`src/include/arb_defs.svh`:
```
// register map, field positions, reset values and counts of the
// secondary bus arbiter; assumes 32-bit AHB-Lite words, byte addresses
`ifndef ARB_DEFS_SVH
`define ARB_DEFS_SVH

// -----------------------------------------------------------------------------
// register offsets (byte addresses, low 8 address bits decoded)
// -----------------------------------------------------------------------------
`define REG_CTRL        8'h00
`define REG_IRQ_SET     8'h04
`define REG_IRQ_CLR     8'h08
`define REG_STATUS      8'h0C
`define REG_SERR_CLR    8'h10
`define ADDR_W          8

// -----------------------------------------------------------------------------
// control register fields
// -----------------------------------------------------------------------------
`define CTRL_SERR_EN    0
`define CTRL_OWN_REQ    1
`define CTRL_GPO_LSB    4
`define CTRL_CLK_LSB    8
`define CTRL_RST_CLK    9'h1FF
`define IRQ_LSB         0
`define SERR_CLR_BIT    0

// -----------------------------------------------------------------------------
// status register fields
// -----------------------------------------------------------------------------
`define ST_GNT_LSB      0
`define ST_PARKED       8
`define ST_EXT_MODE     9
`define ST_EXT_GRANT    10
`define ST_REVERSE      11
`define ST_GPI_LSB      12
`define ST_IRQ_IN_LSB   16
`define ST_IRQ_PEND_LSB 20
`define ST_SERR_PEND    24
`define ST_STRAP_DONE   25

// -----------------------------------------------------------------------------
// synchroniser lanes, reset values, counts
// -----------------------------------------------------------------------------
`define SY_W            14
`define SY_STRAP        8
`define SY_REV          9
`define SY_IRQ_LSB      10
`define STRAP_SETTLE    2'h2
`define GNT_N_IDLE      8'hFF
`define GNT_NONE        8'h00
`define ONE_HOT_BASE    8'h01
`define ARB_LAST_RST    3'h7
`define WORD_ZERO       32'h0000_0000

`endif

```
`src/include/arb_pkg.sv`:
```
// types shared by the secondary bus arbiter modules
// assumes nothing of its surroundings
package arb_pkg;

    typedef enum logic [1:0] {
        ARB_PARK  = 2'b00,
        ARB_GRANT = 2'b01,
        ARB_GAP   = 2'b10
    } arb_state_t;

    typedef struct packed {
        arb_state_t  st;
        logic [2:0]  last;
        logic [2:0]  owner;
        logic [7:0]  gnt;
    } arb_regs_t;

    typedef struct packed {
        logic        serr_en;
        logic        own_req;
        logic [3:0]  general_output;
        logic [8:0]  clk_en;
        logic [3:0]  irq_pend;
        logic        serr_pend;
        logic [1:0]  strap_cnt;
        logic        strap_taken;
        logic        ext_mode;
        logic        reverse;
        logic        dp_valid;
        logic        dp_write;
        logic [7:0]  dp_addr;
        logic [31:0] rdata;
        logic [7:0]  gnt_n;
        logic        park_oe;
    } top_regs_t;

endpackage

```
`src/include/arb_if.sv`:
```
// request/grant carrier between the top and the rotating arbiter
// assumes both ends run on hclk; requests active high, already synchronised
`timescale 1ns/1ns

interface arb_if;
    logic [7:0] req;
    logic       enable;
    logic [7:0] gnt;
    logic       parked;

    modport arb (input req, input enable, output gnt, output parked);
    modport ctl (output req, output enable, input gnt, input parked);
endinterface

```
`src/hw/pci_secondary_bus_arbiter.sv`:
```
// secondary PCI bus arbiter of the bridge: internal rotating arbiter or
// external arbiter by strap, general-purpose pins, interrupt lines, error
// line, clock fan-out, registers over AHB-Lite
// assumes one 100 MHz hclk, a single AHB-Lite master whose hready is this
// slave's hreadyout, and pads outside that resolve *_out/*_oe to wires
`timescale 1ns/1ns
`include "arb_defs.svh"

module pci_secondary_bus_arbiter
(
    input  wire logic        hclk,
    input  wire logic        hresetn,
    input  wire logic        ce,
    input  wire logic        hsel,
    input  wire logic [31:0] haddr,
    input  wire logic [1:0]  htrans,
    input  wire logic        hwrite,
    input  wire logic [2:0]  hsize,
    input  wire logic [31:0] hwdata,
    input  wire logic        hready,
    output logic             hreadyout,
    output logic             hresp,
    output logic      [31:0] hrdata,
    input  wire logic [7:0]  req_n_in,
    output logic      [7:0]  gnt_n_out,
    output logic      [7:0]  gnt_n_oe,
    input  wire logic        central_function_strap_n,
    input  wire logic        reverse_mode_strap,
    input  wire logic        irq_line_a_n_in,
    output logic             irq_line_a_n_out,
    output logic             irq_line_a_n_oe,
    input  wire logic        irq_line_b_n_in,
    output logic             irq_line_b_n_out,
    output logic             irq_line_b_n_oe,
    input  wire logic        irq_line_c_n_in,
    output logic             irq_line_c_n_out,
    output logic             irq_line_c_n_oe,
    input  wire logic        irq_line_d_n_in,
    output logic             irq_line_d_n_out,
    output logic             irq_line_d_n_oe,
    output logic             serr_n_out,
    output logic             serr_n_oe,
    output logic             park_drive_oe,
    input  wire logic        dly_write_discard,
    input  wire logic        dly_master_timeout,
    input  wire logic        adv_error_report,
    input  wire logic        transparent_mode,
    input  wire logic [3:0]  irq_event,
    input  wire logic        pci_clock_source,
    output logic      [8:0]  pci_clock_outputs
);
    import arb_pkg::*;

    // -------------------------------------------------------------------------
    // state and local signals
    // -------------------------------------------------------------------------
    top_regs_t         r;
    top_regs_t         n;
    logic [`SY_W-1:0]  sy;
    logic [3:0]        irq_in_n;
    logic [3:0]        irq_oe;
    logic [31:0]       ctrl_w;
    logic [31:0]       stat_w;
    logic              taken;
    logic              wr_now;
    logic [3:0]        irq_set;
    logic [3:0]        irq_clr;
    logic              serr_clr;
    logic              serr_evt;
    logic              ext_grant;
    logic [3:0]        general_input;

    arb_if ab ();

    function automatic logic hit(input logic [7:0] addr, input logic [7:0] off);
        return addr == off;
    endfunction

    function automatic logic [31:0] sel_word(input logic [7:0]  addr,
                                             input logic [31:0] c_w,
                                             input logic [31:0] s_w,
                                             input logic [3:0]  pend);
        logic [31:0] w;
        w = `WORD_ZERO;
        if (hit(addr, `REG_CTRL))
            w = c_w;
        else if (hit(addr, `REG_IRQ_SET) || hit(addr, `REG_IRQ_CLR))
            w[`IRQ_LSB +: 4] = pend;
        else if (hit(addr, `REG_STATUS))
            w = s_w;
        return w;
    endfunction

    // -------------------------------------------------------------------------
    // pin synchronisers
    // -------------------------------------------------------------------------
    assign irq_in_n = {irq_line_d_n_in, irq_line_c_n_in, irq_line_b_n_in, irq_line_a_n_in};

    // every pin-level input goes through two flops before any use
    sync2 #(.W(`SY_W)) u_sync
    (
        .hclk    (hclk),
        .hresetn (hresetn),
        .ce      (ce),
        .d       ({~irq_in_n, reverse_mode_strap, central_function_strap_n, ~req_n_in}),
        .q       (sy)
    );

    assign ext_grant = sy[0];
    assign general_input       = ~sy[5:2];

    // -------------------------------------------------------------------------
    // internal arbiter
    // -------------------------------------------------------------------------
    assign ab.req    = sy[7:0];
    assign ab.enable = r.strap_taken && !r.ext_mode;

    rr_arbiter u_arb
    (
        .hclk    (hclk),
        .hresetn (hresetn),
        .ce      (ce),
        .ab      (ab.arb)
    );

    // -------------------------------------------------------------------------
    // register views
    // -------------------------------------------------------------------------
    always_comb
    begin
        ctrl_w                            = `WORD_ZERO;
        ctrl_w[`CTRL_SERR_EN]             = r.serr_en;
        ctrl_w[`CTRL_OWN_REQ]             = r.own_req;
        ctrl_w[`CTRL_GPO_LSB +: 4]        = r.general_output;
        ctrl_w[`CTRL_CLK_LSB +: 9]        = r.clk_en;
        stat_w                            = `WORD_ZERO;
        stat_w[`ST_GNT_LSB +: 8]          = ab.gnt;
        stat_w[`ST_PARKED]                = ab.parked && ab.enable;
        stat_w[`ST_EXT_MODE]              = r.ext_mode;
        stat_w[`ST_EXT_GRANT]             = r.ext_mode && ext_grant;
        stat_w[`ST_REVERSE]               = r.reverse;
        stat_w[`ST_GPI_LSB +: 4]          = r.ext_mode ? general_input : 4'h0;
        stat_w[`ST_IRQ_IN_LSB +: 4]       = r.reverse ? 4'h0 : sy[`SY_IRQ_LSB +: 4];
        stat_w[`ST_IRQ_PEND_LSB +: 4]     = r.irq_pend;
        stat_w[`ST_SERR_PEND]             = r.serr_pend;
        stat_w[`ST_STRAP_DONE]            = r.strap_taken;
    end

    // -------------------------------------------------------------------------
    // next state
    // -------------------------------------------------------------------------
    always_comb
    begin
        n        = r;
        irq_set  = 4'h0;
        irq_clr  = 4'h0;
        serr_clr = 1'b0;

        // AHB address phase; read data sampled now, presented in data phase
        taken      = hsel && hready && htrans[1];
        n.dp_valid = taken;
        if (taken)
        begin
            n.dp_write = hwrite;
            n.dp_addr  = haddr[`ADDR_W-1:0];
        end
        if (taken && !hwrite)
            n.rdata = sel_word(haddr[`ADDR_W-1:0], ctrl_w, stat_w, r.irq_pend);

        // AHB data phase writes; unmapped offsets are ignored
        wr_now = r.dp_valid && r.dp_write;
        if (wr_now && hit(r.dp_addr, `REG_CTRL))
        begin
            n.serr_en = hwdata[`CTRL_SERR_EN];
            n.own_req = hwdata[`CTRL_OWN_REQ];
            n.general_output     = hwdata[`CTRL_GPO_LSB +: 4];
            n.clk_en  = hwdata[`CTRL_CLK_LSB +: 9];
        end
        if (wr_now && hit(r.dp_addr, `REG_IRQ_SET))
            irq_set = hwdata[`IRQ_LSB +: 4];
        if (wr_now && hit(r.dp_addr, `REG_IRQ_CLR))
            irq_clr = hwdata[`IRQ_LSB +: 4];
        if (wr_now && hit(r.dp_addr, `REG_SERR_CLR))
            serr_clr = hwdata[`SERR_CLR_BIT];

        // strap is caught once, after the synchroniser has filled
        if (!r.strap_taken)
        begin
            if (r.strap_cnt == `STRAP_SETTLE)
            begin
                n.strap_taken = 1'b1;
                n.ext_mode    = sy[`SY_STRAP];
                n.reverse     = sy[`SY_REV];
            end
            else
            begin
                n.strap_cnt = r.strap_cnt + 2'h1;
            end
        end

        // sticky interrupts: a new event wins over a clear in the same cycle
        n.irq_pend = (r.irq_pend & ~irq_clr) | irq_set | irq_event;

        // system error: sticky while reporting is on, released when off
        serr_evt    = dly_write_discard || dly_master_timeout
                    || (adv_error_report && transparent_mode);
        n.serr_pend = r.serr_en && ((r.serr_pend && !serr_clr) || serr_evt);

        // grant pins and parking drive
        if (!r.strap_taken)
        begin
            n.gnt_n   = `GNT_N_IDLE;
            n.park_oe = 1'b0;
        end
        else if (r.ext_mode)
        begin
            n.gnt_n      = `GNT_N_IDLE;
            n.gnt_n[0]   = ~r.own_req;
            n.gnt_n[5:2] = r.general_output;
            n.park_oe    = ext_grant;
        end
        else
        begin
            n.gnt_n   = ~ab.gnt;
            n.park_oe = ab.parked;
        end
    end

    // -------------------------------------------------------------------------
    // state register
    // -------------------------------------------------------------------------
    always_ff @(posedge hclk or negedge hresetn)
    begin
        if (!hresetn)
        begin
            r        <= '0;
            r.clk_en <= `CTRL_RST_CLK;
            r.gnt_n  <= `GNT_N_IDLE;
        end
        else if (ce)
        begin
            r <= n;
        end
    end

    // -------------------------------------------------------------------------
    // outputs
    // -------------------------------------------------------------------------
    // bus never waits and never errors: every register answers in one cycle
    assign hreadyout = 1'b1;
    assign hresp     = 1'b0;
    assign hrdata    = r.rdata;

    // enables gate on the reset pin itself, so pins float with no clock edge
    assign gnt_n_out     = r.gnt_n;
    assign gnt_n_oe      = {8{hresetn}};
    assign park_drive_oe = hresetn && r.park_oe;
    assign serr_n_out    = 1'b0;
    assign serr_n_oe     = hresetn && r.serr_pend;

    // open drain: only ever pull low, and only in reverse mode
    genvar gi;
    generate
        for (gi = 0; gi < 4; gi++)
        begin : g_irq
            assign irq_oe[gi] = hresetn && r.reverse && r.irq_pend[gi];
        end
    endgenerate

    assign irq_line_a_n_out = 1'b0;
    assign irq_line_b_n_out = 1'b0;
    assign irq_line_c_n_out = 1'b0;
    assign irq_line_d_n_out = 1'b0;
    assign irq_line_a_n_oe  = irq_oe[0];
    assign irq_line_b_n_oe  = irq_oe[1];
    assign irq_line_c_n_oe  = irq_oe[2];
    assign irq_line_d_n_oe  = irq_oe[3];

    // plain gating of the source clock; glitch-free gating is left to the
    // pad cell library, trading a clean stop edge for a small fan-out
    assign pci_clock_outputs = {9{pci_clock_source}} & r.clk_en;
endmodule // pci_secondary_bus_arbiter

```
`src/hw/sync2.sv`:
```
// two-flop level synchroniser for pins arriving from outside hclk
// assumes levels, not pulses; a pulse shorter than one clock may be missed
`timescale 1ns/1ns

module sync2
#(
    parameter int W = 1
)
(
    input  wire logic         hclk,
    input  wire logic         hresetn,
    input  wire logic         ce,
    input  wire logic [W-1:0] d,
    output logic      [W-1:0] q
);
    typedef struct packed {
        logic [W-1:0] s1;
        logic [W-1:0] s2;
    } sync_regs_t;

    sync_regs_t r;
    sync_regs_t n;

    always_comb
    begin
        n    = r;
        n.s1 = d;
        n.s2 = r.s1;
    end

    always_ff @(posedge hclk or negedge hresetn)
    begin
        if (!hresetn)
            r <= '0;
        else if (ce)
            r <= n;
    end

    assign q = r.s2;

endmodule // sync2

```
`src/hw/rr_arbiter.sv`:
```
// rotating-priority arbiter for the eight secondary bus masters
// assumes requests synchronised to hclk and active high
`timescale 1ns/1ns
`include "arb_defs.svh"

module rr_arbiter
(
    input  wire logic hclk,
    input  wire logic hresetn,
    input  wire logic ce,
    arb_if.arb        ab
);
    import arb_pkg::*;

    arb_regs_t  r;
    arb_regs_t  n;
    logic [3:0] win;

    // last owner gets lowest priority: scanned first, overwritten by nearer
    function automatic logic [3:0] pick(input logic [7:0] req, input logic [2:0] last);
        logic [3:0] res;
        logic [2:0] idx;
        res = 4'h0;
        for (int k = 8; k >= 1; k--)
        begin
            idx = last + 3'(k);
            if (req[idx])
                res = {1'b1, idx};
        end
        return res;
    endfunction

    always_comb
    begin
        n   = r;
        win = pick(ab.req, r.last);
        case (r.st)
            ARB_PARK, ARB_GAP:
            begin
                if (ab.enable && win[3])
                begin
                    n.st    = ARB_GRANT;
                    n.owner = win[2:0];
                    n.gnt   = `ONE_HOT_BASE << win[2:0];
                end
                else
                begin
                    n.st = ARB_PARK;
                end
            end
            ARB_GRANT:
            begin
                if (!ab.enable || !ab.req[r.owner])
                begin
                    n.st   = ARB_GAP;
                    n.gnt  = `GNT_NONE;
                    n.last = r.owner;
                end
            end
            default:
            begin
                n.st  = ARB_PARK;
                n.gnt = `GNT_NONE;
            end
        endcase
    end

    always_ff @(posedge hclk or negedge hresetn)
    begin
        if (!hresetn)
            r <= '{st: ARB_PARK, last: `ARB_LAST_RST, owner: `ARB_LAST_RST, gnt: `GNT_NONE};
        else if (ce)
            r <= n;
    end

    assign ab.gnt    = r.gnt;
    assign ab.parked = (r.st == ARB_PARK);
endmodule // rr_arbiter

```
`config.mk`:
```
export PLATFORM = sky130hd
export DESIGN_NAME = pci_secondary_bus_arbiter
export DESIGN_NICKNAME = d
export VERILOG_FILES = /design/src/include/arb_pkg.sv /design/src/include/arb_if.sv /design/src/hw/pci_secondary_bus_arbiter.sv /design/src/hw/sync2.sv /design/src/hw/rr_arbiter.sv
export VERILOG_INCLUDE_DIRS = /design/src /design/src/include
export SDC_FILE = /design/constraint.sdc
export NUM_CORES = 1
export LEC_CHECK = 0
export BUFFER_PORTS_ARGS = -buffer_cell sky130_fd_sc_hd__buf_2
export CORE_UTILIZATION = 25
export CTS_CLUSTER_SIZE = 40
export DETAILED_ROUTE_END_ITERATION = 8
export PLACE_DENSITY = 0.51
export SLEW_MARGIN = 20
export SYNTH_ARGS = -nofsm -noshare
export SYNTH_HDL_FRONTEND = slang
export SYNTH_SLANG_ARGS = --single-unit
```
`constraint.sdc`:
```
create_clock -name hclk -period 5.3 [get_ports hclk]
set_input_delay 0 -clock hclk [delete_from_list [all_inputs] [get_ports hclk]]
set_output_delay 0 -clock hclk [all_outputs]
set_load 0.01 [all_outputs]
```
==> results of run 1 <==
## layer usage
metal / part of all wire, % / vias to the layer above / track usage, %
li1: - / 2188 / -
met4: 0.92 / 0 / 3.93
met5: 0 / - / 0
met1: 51 / 2226 / 18.5
met2: 44 / 115 / 18.4
met3: 4.9 / 12 / 3.18
## placed cells by master, fill, tap and decap left out, types with 3 or more instances in the layout
cell           count
a211oi_1           4
mux2_2            47
clkbuf_8           3
nand3_1           12
clkbuf_16         17
and2_1            12
a32o_1             5
nand2_1           59
a21o_1             8
xnor2_1            4
dlygate4sd3_1     45
dfstp_2           23
conb_1            13
a31oi_1            6
mux4_2            14
clkinv_2           3
buf_4              8
a22o_1             8
nor2_1            39
nor3_1             5
o22a_1             6
nor4_1             3
a21oi_1           12
nand2b_1           3
nor2b_1            3
o21ai_0           18
and3_1             5
buf_2            110
dfrtp_1           91
inv_1             24
a221oi_1           9
mux2i_1           23
bufinv_16          5
ha_1               3
## worst reg2reg max path: stages (launching register included)
cell	delay, ns
dfstp_2	0.82
inv_1	0.19
ha_1	0.64
mux4_2	0.67
mux2_4	0.31
nand2b_4	0.13
a211o_1	0.31
o211a_4	0.29
a32o_1	0.27
## worst min path at each step
stage / cells past startpoint / start / endpoint / slack (ns)
after detailed placement: 1 / hresetn / hrdata[22]$_DFFE_PN0P_ / 0.18
after CTS: 5 / dly_write_discard / r[56]$_DFFE_PN0P_ / 0.02
final: 5 / dly_write_discard / r[56]$_DFFE_PN0P_ / 0.03
after global placement: 1 / hresetn / hrdata[21]$_DFFE_PN0P_ / 0.16
after floorplan: 0 / hresetn / ctrl_w[0]$_DFFE_PN0P_ / -0.30
after global routing: 5 / dly_master_timeout / r[56]$_DFFE_PN0P_ / 0.08
## state kept, by name, indices dropped and copies added (netlist names)
signal,cells
hrdata,26
u_sync.q,14
ctrl_w,15
u_sync.n,14
u_arb.r,8
gnt_n_out,8
u_arb.ab.gnt,8
r,21
## final cells by class
type                    count  share of cell area (%)
flip-flops and latches    114                    37.0
multi-input cells         360                    34.7
repair buffers            163                    13.6
clock buffers              22                    6.08
well taps                 324                    5.20
clock inverters            10                    2.31
inverters                  24                    1.16
## power by group through the flow
stage | Combinational [mW] | Sequential [mW] | Clock (mW)
after global routing | 1.43 | 1.29 | 1.34
after floorplan | 1.14 | 1.14 | 0
after global placement | 1.27 | 1.27 | 0
after CTS | 1.32 | 1.26 | 1.29
final | 1.31 | 1.26 | 1.27
after detailed placement | 1.28 | 1.27 | 0
## through the flow
| step | hold slack (ns) | area [um2] | instances | setup WS [ns] | power [mW] |
|---|---|---|---|---|---|
| after floorplan | -0.296 | 6230 | 581 | 2.03 | 2.28 |
| after global placement | 0.165 | 6690 | 940 | 1.62 | 2.54 |
| after detailed placement | 0.175 | 6690 | 940 | 1.57 | 2.55 |
| after CTS | 0.0151 | 7800 | 1017 | 1.53 | 3.87 |
| after global routing | 0.0752 | 7800 | 1017 | 1.27 | 4.06 |
| final | 0.0324 | 7800 | 1017 | 1.56 | 3.84 |
## logic make-up after synthesis
logic type	share of synthesized area, %
multiplexers	18.0
flip-flops	46.6
AO/OA/AOI/OAI	11.5
AND/OR/NAND/NOR	12.0
other	0.121
adder cells (fa/ha/maj)	0.607
XOR/XNOR	0.850
buffers and inverters	10.3
==> metrics.yaml, run 1 <==
global_routing:
  antenna_found_initial: 0
  grt_pass1_wl_um: 25300
  grt_pass1_vias: 4503
  overflow: 0
  grt_max_degree: 73
  grt_usage_pct: 12.7
finish:
  multiInputGateArea_mm2: 0.00271
  syn_to_final_growth_pct: 26.1
  n_antenna_cell: 0
  ff_latch_area_mm2: 0.00288
  n_fill_cell: 2510
  fin_util_pct: 32.1
  drive_above_1_share_pct: 35.2
  layout.nets: 781
run_status:
  status: "finished, final reports clean"
drt:
  vias: 4541
  totalWireLength_um: 15600
  drc: 0
  drt-initial-drc-count: 261
  vias_per_cell: 4.47
  wl_per_cell_um: 15.3
  postRouteAntennaNets: 0
  drtPass1Iterations: 4
clock_network:
  cts_tree: "done"
  cts-hold-fix-buffers: 45
  numClockSinks: 114
  ctsResizeCount: 0
  clk_pin_slew_ns: 0.06
  clock_latency_ns: 0.41
  cts_buffers: 17
  clk_path_buf_depth: 2
  cts_root_buffer: "clkbuf_16"
  cts_max_level: 4
  postCtsSetupRepairBufs: 0
setup_path:
  worst-r2r-setup-slack_ns: 1.56
  crit_chain: "inv_1 > ha_1 > mux4_2 > mux2_4 > nand2b_4 > a211o_1 > o211a_4 > a32o_1"
  reg2reg_depth: 8
  endpoint: "u_arb.ab.gnt[5]$_DFFE_PN0P_"
  critical_path_class: "flip-flop to flip-flop"
  end_kind: "flip-flop"
  r2r-start: "u_arb.r[11]$_DFFE_PN1P_"
  cpMaxStageDelayCell: "dfstp_2"
  critical_path.max_stage_delay_ns: 0.82
  cp.required_ns: 5.60
  cp-startpoint: "u_arb.r[11]$_DFFE_PN1P_"
  worstPathArrival_ns: 4.04
  crit_family: "multiplexers"
  worstReg2RegEnd: "u_arb.ab.gnt[5]$_DFFE_PN0P_"
  path_depth: 8
  path_buf_inv: 1
  cp_max_fo: 18
  setup.worst_path.start_class: "flip-flop"
floorplan:
  chipWidth_um: 159
  die_h_um: 159
  row_count: 57
  pin_count: 168
  dieArea_mm2: 0.0254
  initial_utilization_pct: 25.4
  core-area_mm2: 0.0243
synthesis:
  synth_area_leaders: "dfrtp_1, dfstp_2, mux2_2"
  synth_edf_count: 0
  synth.most_common_cell: "dfrtp_1"
  synth_area_per_cell_um2: 10.9
  synthArstFlopShare_pct: 100
  yosys-top-cells-count: "dfrtp_1, nand2_1, buf_4, mux2_2, nor2_1"
  synth_top_area_share_pct: 36.8
  ys_seq_area_share_pct: 46.6
  synth_largest_area_cell: "dfrtp_1"
  syn_area_mm2: 0.00618
  yosys.cell_types.count: 63
  yosysWarnings: 0
  netlist_instances: 570
  synth-seq-cells: 114
  synthFlopType: "dfrtp_1"
timing:
  fin_crit_sh_pct: 70.7
  rsz0062_at_grt: "no"
  max_slew_margin_pct: 33.1
  worstMarginPinSlew_ns: 0.995
  period_needed_ns: 3.74
  slew_viol_final: 0
  fmax_mhz: 267
  fin_setup_tns_ns: 0
  setup_viol: 0
  hold_violations: 0
  fin_skew_ns: 0.00699
pwr:
  p_clk_share_pct: 33.0
  p_int_mw: 2.56
  p_per_area_mw_per_mm2: 492
  switching_share_pct: 33.4
  power.net_switching_mw: 1.28
  ir_drop_mv: 0.254
  pwr-share-comb_pct: 34.2
  leakage_nw: 3.59
  pwr-share-seq_pct: 32.8
job:
  maxCapViolCount: 0
place:
  hpwlAfterDp_um: 10800
  io_buffers: 111
  gp_congestion: 0.797
worst_hold_path:
  hp-class: "primary input to flip-flop"
Power figures use the tool's default switching activity.
==> run 2: changes to the inputs <==
- PLACE_DENSITY: 0.51 -> 0.53
- clock period: 5.3 -> 3.35 ns (I/O delays scaled with it)
==> metrics.yaml, run 2 (synthesis gave the netlist of run 1 again) <==
floorplan:
  chipWidth_um: 159
  initial_utilization_pct: 25.4
  pin_count: 168
  core-area_mm2: 0.0243
  row_count: 57
  dieArea_mm2: 0.0254
  die_h_um: 159
drt:
  drt-initial-drc-count: 341
  drtPass1Iterations: 5
  vias: 4591
  wl_per_cell_um: 15.0
  totalWireLength_um: 15400
  drc: 0
  vias_per_cell: 4.47
  postRouteAntennaNets: 0
clock_network:
  numClockSinks: 114
  postCtsSetupRepairBufs: 0
  cts_tree: "done"
  cts_max_level: 4
  cts_buffers: 17
  cts-hold-fix-buffers: 48
  cts_root_buffer: "clkbuf_16"
  clock_latency_ns: 0.41
  clk_pin_slew_ns: 0.05
  clk_path_buf_depth: 2
  ctsResizeCount: 0
worst_hold_path:
  hold_depth: 4
  hp-start: "hready"
  whs_endpoint: "r[50]$_DFFE_PN0P_"
  hp-class: "primary input to flip-flop"
pwr:
  pwr-share-seq_pct: 33.4
  p_int_mw: 3.80
  ir_drop_mv: 0.413
  p_per_area_mw_per_mm2: 741
  pwr-share-comb_pct: 37.8
  p_clk_share_pct: 28.7
  power.net_switching_mw: 1.97
  switching_share_pct: 34.1
  leakage_nw: 3.59
finish:
  drive_above_1_share_pct: 35.1
  fin_area_mm2: 0.00778
  layout.nets: 792
  layout_common_cells: "buf_2, dfrtp_1, nand2_1"
  ff_latch_area_mm2: 0.00288
  n_fill_cell: 2501
  layout_commonest_cell: "buf_2"
  syn_to_final_growth_pct: 25.8
  multiInputGateArea_mm2: 0.00271
  n_antenna_cell: 0
  largest_register_ffs: 26
setup_path:
  cp.required_ns: 3.64
  crit_chain: "inv_1 > ha_1 > buf_4 > mux2i_1 > mux4_2 > a21oi_1 > nor2_1 > o21ai_1 > mux2_2 > a32o_2"
  setup.worst_path.start_class: "flip-flop"
  critical_path_class: "flip-flop to flip-flop"
  critical_path.max_stage_delay_ns: 0.55
  crit_family: "multiplexers"
  cp_max_fo: 7
  path_buf_inv: 2
  worstReg2RegEnd: "u_arb.ab.gnt[4]$_DFFE_PN0P_"
  path_depth: 10
  end_kind: "flip-flop"
  reg2reg_depth: 10
  r2r-start: "u_arb.r[11]$_DFFE_PN1P_"
  cpMaxStageDelayCell: "mux4_2"
  worst-r2r-setup-slack_ns: 0.20
  worstPathArrival_ns: 3.45
place:
  gp_congestion: 0.830
  io_buffers: 111
  dpl_cell_area_mm2: 0.00675
  hpwlAfterDp_um: 10900
  place_ws_ns: 0.228
global_routing:
  overflow: 0
  grt_usage_pct: 12.8
  antenna_found_initial: 0
  grt_pass1_wl_um: 25500
  grt_pass1_vias: 4536
  grt_max_degree: 70
job:
  maxCapViolCount: 0
timing:
  fin_skew_ns: 0.00657
  fin_setup_tns_ns: 0
  hold_violations: 0
  period_needed_ns: 3.15
  worstMarginPinSlew_ns: 0.794
  holdWs_ns: 0.0652
  fmax_mhz: 317
  rsz0062_at_grt: "no"
  fin_crit_sh_pct: 94.1
  max_slew_margin_pct: 47.1
  slew_viol_final: 0
  setup_viol: 0
  setup_slack_ns: 0.198
run_status:
  status: "finished, final reports clean"
-- run 2: cell types whose count changed in the layout (fill, tap and decap cells not counted), sizes merged --
| cell | delta |
|---|---|
| buf | +8 |
| clkinvlp | -1 |
| dlygate4sd3 | +3 |
| clkbuf | +5 |
| bufinv | -4 |
-- run 2: final cells by class --
class                   count  share of cell area (%)
repair buffers            174                    14.8
multi-input cells         360                    34.8
inverters                  24                    1.16
well taps                 324                    5.21
clock inverters             5                   0.676
clock buffers              27                    6.34
flip-flops and latches    114                    37.0
-- run 2: power by group through the flow --
stage                     Combinational [mW]  Clock [mW]  Sequential (mW)
after floorplan                         1.80           0             1.80
after global placement                  2.13           0             1.94
after detailed placement                2.13           0             1.94
after CTS                               2.19        1.71             1.92
after global routing                    2.40        1.76             1.97
final                                   2.18        1.66             1.93
-- run 2: metrics by stage --
stage / utilization, % / power, mW / cells
after detailed placement: 27.8 / 4.08 / 948
final: 32.0 / 5.76 / 1028
after CTS: 32.0 / 5.82 / 1028
after global placement: 27.8 / 4.07 / 948
after floorplan: - / 3.61 / 581
after global routing: 32.0 / 6.13 / 1028
-- run 2: how the worst max path moves through the flow --
stage	start	end
after floorplan	u_arb.r[11]$_DFFE_PN1P_	u_arb.ab.gnt[4]$_DFFE_PN0P_
after global placement	u_arb.r[11]$_DFFE_PN1P_	u_arb.ab.gnt[4]$_DFFE_PN0P_
after detailed placement	u_arb.r[11]$_DFFE_PN1P_	u_arb.ab.gnt[4]$_DFFE_PN0P_
after CTS	u_arb.r[11]$_DFFE_PN1P_	u_arb.ab.gnt[4]$_DFFE_PN0P_
after global routing	u_arb.r[11]$_DFFE_PN1P_	u_arb.ab.gnt[4]$_DFFE_PN0P_
final	u_arb.r[11]$_DFFE_PN1P_	u_arb.ab.gnt[4]$_DFFE_PN0P_
-- run 2: tightest hold or removal path, cell delays in order --
cell	delay [ns]
buf_2	0.08
nand4_1	0.07
buf_4	0.19
o21ai_0	0.09
-- run 2: layer usage --
layer / wire length [um] / track usage (%)
met2: 6540 / 18.1
met1: 7920 / 18.9
met4: 246 / 5.03
met5: 0 / 0
met3: 675 / 2.58
